$ cat src/include/rtswr_defs.vh
`ifndef RTSWR_DEFS_VH
`define RTSWR_DEFS_VH

// ----------------------------------------
// Register offsets on the register port.
// ----------------------------------------
`define RTSWR_BASE_ADDR 16'h0019
`define RTSWR_STAT_ADDR 16'h001A

// ----------------------------------------
// Descriptor table base register.
// ----------------------------------------
`define RTSWR_BASE_RESET 16'h0400
`define RTSWR_BASE_WMASK 16'h7E00

// ----------------------------------------
// Status word bits register layout.
// ----------------------------------------
`define RTSWR_STAT_RESET 16'h0000
`define RTSWR_STAT_WMASK 16'h830F
`define RTSWR_BIT_SEND_CLEAR 15
`define RTSWR_BIT_MSG_ERROR 10
`define RTSWR_BIT_INSTR 9
`define RTSWR_BIT_SVC_REQ 8
`define RTSWR_BIT_BCAST 4
`define RTSWR_BIT_BUSY 3
`define RTSWR_BIT_SUBSYS_FAIL 2
`define RTSWR_BIT_BUS_CTRL 1
`define RTSWR_BIT_TERM_FLAG 0
`define RTSWR_WORD_WIDTH 11

`endif

$ cat src/rtswr_base_reg.v
`include "rtswr_defs.vh"

module rtswr_base_reg (
	input wire clk,
	input wire rst_b,
	input wire softReset,
	input wire wrEn,
	input wire [15:0] wrData,
	output reg [15:0] baseValue_reg
);

	// ----------------------------------------
	// Base address storage.
	// ----------------------------------------
	// Only host writes and terminal soft reset change the value once master reset has passed.
	always @(posedge clk or negedge rst_b) begin
		if (!rst_b) begin
			baseValue_reg <= `RTSWR_BASE_RESET; // RL1
		end else if (softReset) begin
			baseValue_reg <= `RTSWR_BASE_RESET; // RL1
		end else if (wrEn) begin
			baseValue_reg <= wrData & `RTSWR_BASE_WMASK; // RL2 RL3
		end
	end

endmodule

$ cat src/rtswr_status_regs.v
// Summary of operation
// RL1: Base address register resets to 0x0400 on master or soft reset, then host-written.
// RL2: Base register bit 15 and bits 8:0 ignore writes and read zero.
// RL3: Device never changes base address itself after reset.
// RL4: Status bits register clears on master reset and on terminal soft reset.
// RL5: Status bits 14:11 and 7:5 ignore writes and read zero.
// RL6: Status bits 10:0 form bits 10:0 of every outgoing status word.
// RL7: Host bits persist in status words until overwritten, unless send-then-clear set.
// RL8: Send-then-clear clears itself and bits 9:5, 3:0 after next status word.
// RL9: Send-then-clear leaves transmit-status and transmit-last-command responses undisturbed.
// RL10: Message error bit 10 is device-driven and host cannot write it.
// RL11: Broadcast received bit 4 is device-driven and read-only to host.
// RL12: Host keeps writable status bits current; device alters them only by clear.
// RL13: All status flags are active high.
// RL14: Busy bit makes terminal report busy and withhold transmit data words.
// RL15: Sent subsystem fail is register bit 2 ORed with the fail input.
// RL16: Vector word command with option zero clears subsystem fail before status.
// RL17: Host sets bus control accept bit to accept dynamic bus control.
// RL18: Status contents are sampled when serialising starts; later writes affect later words.
`include "rtswr_defs.vh"

module rtswr_status_regs (
	input wire clk,
	input wire rst_b,
	input wire terminalSoftReset,
	input wire [15:0] regAddr,
	input wire regWrite,
	input wire regRead,
	input wire [15:0] regWdata,
	output reg [15:0] regRdata_reg,
	output reg regRdValid_reg,
	input wire messageErrorIn,
	input wire broadcastReceivedIn,
	input wire subsystemFailInput,
	input wire vectorWordOption,
	input wire vectorWordCmd,
	input wire statusStart,
	input wire statusRepeat,
	input wire statusSent,
	output wire [`RTSWR_WORD_WIDTH-1:0] statusWord,
	output reg busyActive_reg,
	output wire [15:0] descriptorBase
);

	// ----------------------------------------
	// Helpers.
	// ----------------------------------------
	function [15:0] maskedMerge;
		input [15:0] oldValue;
		input [15:0] newValue;
		input [15:0] mask;
		begin
			maskedMerge = (oldValue & ~mask) | (newValue & mask);
		end
	endfunction

	function addrHit;
		input [15:0] addr;
		input [15:0] target;
		begin
			addrHit = (addr == target);
		end
	endfunction

	// ----------------------------------------
	// Decode.
	// ----------------------------------------
	wire baseWrite;
	wire statWrite;
	assign baseWrite = regWrite && addrHit(regAddr, `RTSWR_BASE_ADDR);
	assign statWrite = regWrite && addrHit(regAddr, `RTSWR_STAT_ADDR);

	// ----------------------------------------
	// Descriptor table base.
	// ----------------------------------------
	rtswr_base_reg baseInst (
		.clk(clk),
		.rst_b(rst_b),
		.softReset(terminalSoftReset),
		.wrEn(baseWrite),
		.wrData(regWdata),
		.baseValue_reg(descriptorBase)
	);

	// ----------------------------------------
	// Status word bits storage.
	// ----------------------------------------
	reg [15:0] hostBits_reg;
	reg [15:0] hostBits_next;
	reg messageErrorFlag_reg;
	reg broadcastReceivedFlag_reg;
	reg lastWasRepeat_reg;
	reg lastWasRepeat_next;
	wire sendThenClear;
	wire vectorClear;
	wire normalSent;

	assign sendThenClear = hostBits_reg[`RTSWR_BIT_SEND_CLEAR];
	assign vectorClear = vectorWordCmd && !vectorWordOption;
	// A repeat response must not consume the clear request.
	assign normalSent = statusSent && !lastWasRepeat_reg; // RL9

	always @* begin
		hostBits_next = hostBits_reg; // RL7 RL12
		if (normalSent && sendThenClear) begin
			hostBits_next = `RTSWR_STAT_RESET; // RL8
		end
		if (vectorClear) begin
			hostBits_next[`RTSWR_BIT_SUBSYS_FAIL] = 1'b0; // RL16
		end
		// A host write in the same cycle wins, as it is the newer intent.
		if (statWrite) begin
			hostBits_next = maskedMerge(16'h0000, regWdata, `RTSWR_STAT_WMASK); // RL5 RL10 RL11
		end
	end

	always @* begin
		lastWasRepeat_next = lastWasRepeat_reg;
		if (statusStart) begin
			lastWasRepeat_next = statusRepeat;
		end
	end

	always @(posedge clk or negedge rst_b) begin
		if (!rst_b) begin
			hostBits_reg <= `RTSWR_STAT_RESET; // RL4
			messageErrorFlag_reg <= 1'b0;
			broadcastReceivedFlag_reg <= 1'b0;
			lastWasRepeat_reg <= 1'b0;
		end else if (terminalSoftReset) begin
			hostBits_reg <= `RTSWR_STAT_RESET; // RL4
			messageErrorFlag_reg <= 1'b0;
			broadcastReceivedFlag_reg <= 1'b0;
			lastWasRepeat_reg <= 1'b0;
		end else begin
			hostBits_reg <= hostBits_next;
			messageErrorFlag_reg <= messageErrorIn; // RL10
			broadcastReceivedFlag_reg <= broadcastReceivedIn; // RL11
			lastWasRepeat_reg <= lastWasRepeat_next;
		end
	end

	// ----------------------------------------
	// Outgoing status word.
	// ----------------------------------------
	wire subsysFailBit;
	wire [`RTSWR_WORD_WIDTH-1:0] liveWord;
	wire [15:0] statReadValue;

	// The vector clear is folded in so a same-cycle start already sees it.
	assign subsysFailBit = (hostBits_reg[`RTSWR_BIT_SUBSYS_FAIL] && !vectorClear)
		|| subsystemFailInput; // RL15 RL16
	assign liveWord = {messageErrorFlag_reg,
		hostBits_reg[`RTSWR_BIT_INSTR],
		hostBits_reg[`RTSWR_BIT_SVC_REQ],
		3'b000,
		broadcastReceivedFlag_reg,
		hostBits_reg[`RTSWR_BIT_BUSY],
		subsysFailBit,
		hostBits_reg[`RTSWR_BIT_BUS_CTRL],
		hostBits_reg[`RTSWR_BIT_TERM_FLAG]}; // RL6 RL13 RL17

	// Repeat responses keep the snapshot, so a pending clear shows no effect on them.
	rtswr_word_snap snapInst (
		.clk(clk),
		.rst_b(rst_b),
		.softReset(terminalSoftReset),
		.capture(statusStart && !statusRepeat), // RL18 RL9
		.liveWord(liveWord),
		.word_reg(statusWord)
	);

	assign statReadValue = {hostBits_reg[15], 4'h0, messageErrorFlag_reg,
		hostBits_reg[9:8], 3'b000, broadcastReceivedFlag_reg,
		hostBits_reg[3:0]}; // RL5

	// ----------------------------------------
	// Busy and read port.
	// ----------------------------------------
	always @(posedge clk or negedge rst_b) begin
		if (!rst_b) begin
			busyActive_reg <= 1'b0;
			regRdata_reg <= 16'h0000;
			regRdValid_reg <= 1'b0;
		end else begin
			busyActive_reg <= hostBits_next[`RTSWR_BIT_BUSY] && !terminalSoftReset; // RL14
			regRdValid_reg <= regRead;
			if (regRead) begin
				if (addrHit(regAddr, `RTSWR_BASE_ADDR)) begin
					regRdata_reg <= descriptorBase; // RL2
				end else if (addrHit(regAddr, `RTSWR_STAT_ADDR)) begin
					regRdata_reg <= statReadValue;
				end else begin
					regRdata_reg <= 16'h0000;
				end
			end
		end
	end

endmodule

$ cat src/rtswr_word_snap.v
`include "rtswr_defs.vh"

module rtswr_word_snap (
	input wire clk,
	input wire rst_b,
	input wire softReset,
	input wire capture,
	input wire [`RTSWR_WORD_WIDTH-1:0] liveWord,
	output reg [`RTSWR_WORD_WIDTH-1:0] word_reg
);

	// ----------------------------------------
	// Snapshot of the word being serialised.
	// ----------------------------------------
	// Holding the last sent word lets repeat responses return it unchanged.
	always @(posedge clk or negedge rst_b) begin
		if (!rst_b) begin
			word_reg <= {`RTSWR_WORD_WIDTH{1'b0}};
		end else if (softReset) begin
			word_reg <= {`RTSWR_WORD_WIDTH{1'b0}};
		end else if (capture) begin
			word_reg <= liveWord; // RL18
		end
	end

endmodule
$ cat config.mk
export PLATFORM = sky130hd
export DESIGN_NAME = rtswr_status_regs
export DESIGN_NICKNAME = d
export VERILOG_FILES = /design/src/rtswr_base_reg.v /design/src/rtswr_status_regs.v /design/src/rtswr_word_snap.v
export VERILOG_INCLUDE_DIRS = /design/src /design/src/include
export SDC_FILE = /design/constraint.sdc
export NUM_CORES = 1
export LEC_CHECK = 0
export BUFFER_PORTS_ARGS = -buffer_cell sky130_fd_sc_hd__buf_2
export CAP_MARGIN = 10
export CORE_MARGIN = 2
export CORE_UTILIZATION = 45
export DETAILED_ROUTE_END_ITERATION = 10
export PLACE_DENSITY = 0.79
export SLEW_MARGIN = 20
export SYNTH_ARGS = -nofsm -noshare
export SYNTH_HDL_FRONTEND = slang
export SYNTH_SLANG_ARGS = --single-unit
$ cat constraint.sdc
create_clock -name clk -period 1.2 [get_ports clk]
set_clock_uncertainty 0.05 [all_clocks]
set_input_delay 0.12 -clock clk [delete_from_list [all_inputs] [get_ports clk]]
set_output_delay 0.12 -clock clk [all_outputs]
set_load 0.03 [all_outputs]
==> results.tsv <==
metric	value	unit
LEAKAGE	1.33	nW
TritonCTS Buffers	5	
layout cells sized above 1	39.8	%
Synth area leaders	dfrtp_1 52%, buf_4 6.7%, a22o_1 5.4%	
GPL Wtd Cong	0.798	
setup TNS	0	ps
hold path cells	3	
CTS tree	yes	
Top Ports	90	
final hold violation count	0	
post-synth top area share	51.7	%
Min-Delay Path Class	primary input to register	
Routed WL per cell	13.8	um
R2R setup slack	100	ps
crit-path max FO	7	
multiplexer share of the synthesized area	4.47	%
CP startpoint	regAddr[14]	
# diodes	0	
die height	67.1	um
Post-Place Cell Area	2250	sq um
Yosys cell types	31	
antenna violations before repair	0	
final worst path period need	1200	ps
combinational family with the most area after synthesis	simple AND/OR/NAND/NOR gates	
vias per std cell	4.94	
Tot Pwr	2.54	mW
GR Overflow Total	0	
WP data arrival	1320	ps
core box area	3740	sq um
Post-Synthesis Cells	168	
pwr dens	1040	nW/um^2
Yosys warnings	0	
post-synthesis simple-gate area fraction	20.0	%
largest net degree at the start of global routing	19	
Final Max Slew Viols	0	
clock slew seen by the registers of the worst setup and hold paths	70	ps
worst path required time	1320	ps
H-tree levels	2	
WP buf/inv	2	
top_reg_cell synth	dfrtp_1	
critical hold path startpoint	regWdata[15]	
HPWL Detailed	3160	um
Top delay family on crit path	simple AND/OR/NAND/NOR gates	
status	finished clean	
FFs w/ async S/R, synth	100	%
DRC violations left	0	
DR pass1 iterations	4	
Tcrit/Tclk final	99.8	%
Synth Area in Compound Gates	12.6	%
post-layout instance area	2430	sq um
Die W	67.1	um
Post-Route WL	4240	um
Yosys reg bits	38	
fin nets	303	
RSZ-0062 raised after global routing	yes	
worst vdd ir	0.867	mV
Clock Latency Late Sink	290	ps
vias in the first global route	1474	
vias	1518	
Seq/Total Area, Yosys	53.1	%
adder-cell share of the synthesized area	0	%
Filler Cells Inserted	328	
critical path depth	6	
Post-Layout Cell Count	307	
initial DRC count	47	
r2r worst-path depth	4	
RR Startpoint	hostBits_reg[15]	
Post-synth EDFFs	0	
row count	22	
Worst Hold Endpoint	hostBits_reg[15]	
FMAX	0.835	GHz
# Max-Cap Violations	0	
Post-DRT Antenna Nets	0	
Starting Density	47.9	%
All-Layer GR Usage	20.5	%
die area	4500	sq um
max FFs per register	13	
most common library cells after synthesis	37 x dfrtp_1, 22 x nand2_1, 16 x buf_4	
Post-Synth XOR/XNOR Area	0	%
most frequent cell after synthesis	dfrtp_1	
slowest stage delay, CP	420	ps
CP max-delay cell	or4_1	
CTS Sinks	38	
Mean Syn Cell Area	10.7	sq um
first-pass GRT wire length	6790	um
CP startpoint kind	primary input	
Setup Viol. Count Final	0	
Root Driver	clkbuf_8	
Reg2Reg Capture Point	hostBits_reg[2]	
synthesized area	1790	sq um
cells along the critical path	buf_2, nor4b_4, nand4_1, or4_1, buf_6, mux2i_1	
Area Overhead vs Synth	35.9	%
Crit Path Category	primary input to register	
Port-buffer cells	69	
post-synth top area cell	dfrtp_1	
dpl cells	294	
CP endpoint kind	register	
Clock Path Buffers	2	
## placed cells by master, fill, tap and decap left out, types with 2 or more instances in the layout
| cell | count |
|---|---|
| buf_6 | 5 |
| mux2i_1 | 8 |
| a211o_1 | 2 |
| dfrtp_1 | 37 |
| o21ai_0 | 5 |
| clkbuf_8 | 6 |
| inv_1 | 4 |
| a22o_1 | 11 |
| buf_4 | 15 |
| conb_1 | 16 |
| nor2_1 | 3 |
| nor2b_1 | 5 |
| dlygate4sd3_1 | 4 |
| nand4_1 | 2 |
| and3_1 | 2 |
| nor4b_4 | 2 |
| nand3_1 | 5 |
| nand2b_1 | 8 |
| a21oi_1 | 13 |
| buf_2 | 64 |
| buf_12 | 2 |
| nor3_1 | 3 |
| nand2_1 | 22 |
## repair_timing
action | 4_1_cts | 5_1_grt
hold buffers | 4 | 0
setup buffers | 1 | 0
endpoints found under the setup margin | 11 | 13
endpoints found under the hold margin | 18 | 0
gates resized for setup | 5 | 3
pin swaps | 1 | 0
## worst register-to-register path: stages, from the launching register on
cell,delay [ps]
dfrtp_1,400
a31oi_1,170
buf_4,170
nand2_1,80
mux2i_1,160
## final cells by class
class / count / area, sq um / area share, %
Timing Repair Buffer: 91 / 577 / 23.7
Sequential cell: 38 / 952 / 39.1
Clock inverter: 2 / 12.5 / 0.514
Inverter: 5 / 18.8 / 0.771
Tap cell: 48 / 60.1 / 2.47
Multi-Input combinational cell: 117 / 732 / 30.1
Clock buffer: 6 / 82.6 / 3.39
## metal layers
layer / global-route usage [%] / part of all wire [%] / up-vias / wire length (um)
met4: 9.69 / 2.3 / 0 / 97
met1: 24.5 / 42 / 727 / 1760
met2: 35.9 / 52 / 52 / 2210
met3: 3.04 / 4.0 / 9 / 170
li1: - / - / 730 / -
met5: 0 / 0 / - / 0
## power by group
part           internal (mW)  switching [mW]  leakage (nW)
combinational          0.131           0.198         0.760
sequential              1.29         0.00572         0.521
clock                  0.462           0.455        0.0472
## kinds of logic after synthesis
group | Yosys count
muxes | 8
AOI/OAI and AO/OA | 34
and+or+nand+nor | 59
DFF | 38
other | 1
buffers and inverters | 28
## stage by stage
stage / util [%] / setup WS (ps) / hold slack (ps)
after floorplan: - / -170 / -226
after global placement: 60.2 / -310 / 32.8
after detailed placement: 60.2 / -336 / 32.3
after CTS: 64.6 / 1.42 / 30.1
after global routing: 65.0 / -43.8 / 30.4
final: 65.0 / 2.70 / 30.5
## how the worst max path moves through the flow
| stage | endpoint | slack, ps |
|---|---|---|
| global placement | hostBits_reg[2] | -310 |
| global route | hostBits_reg[3] | -40 |
| CTS | descriptorBase[10] | 1 |
| detailed placement | hostBits_reg[3] | -340 |
| floorplan | hostBits_reg[3] | -170 |
| finish | hostBits_reg[2] | 3 |
No activity file was read; power rests on OpenSTA's default activity.
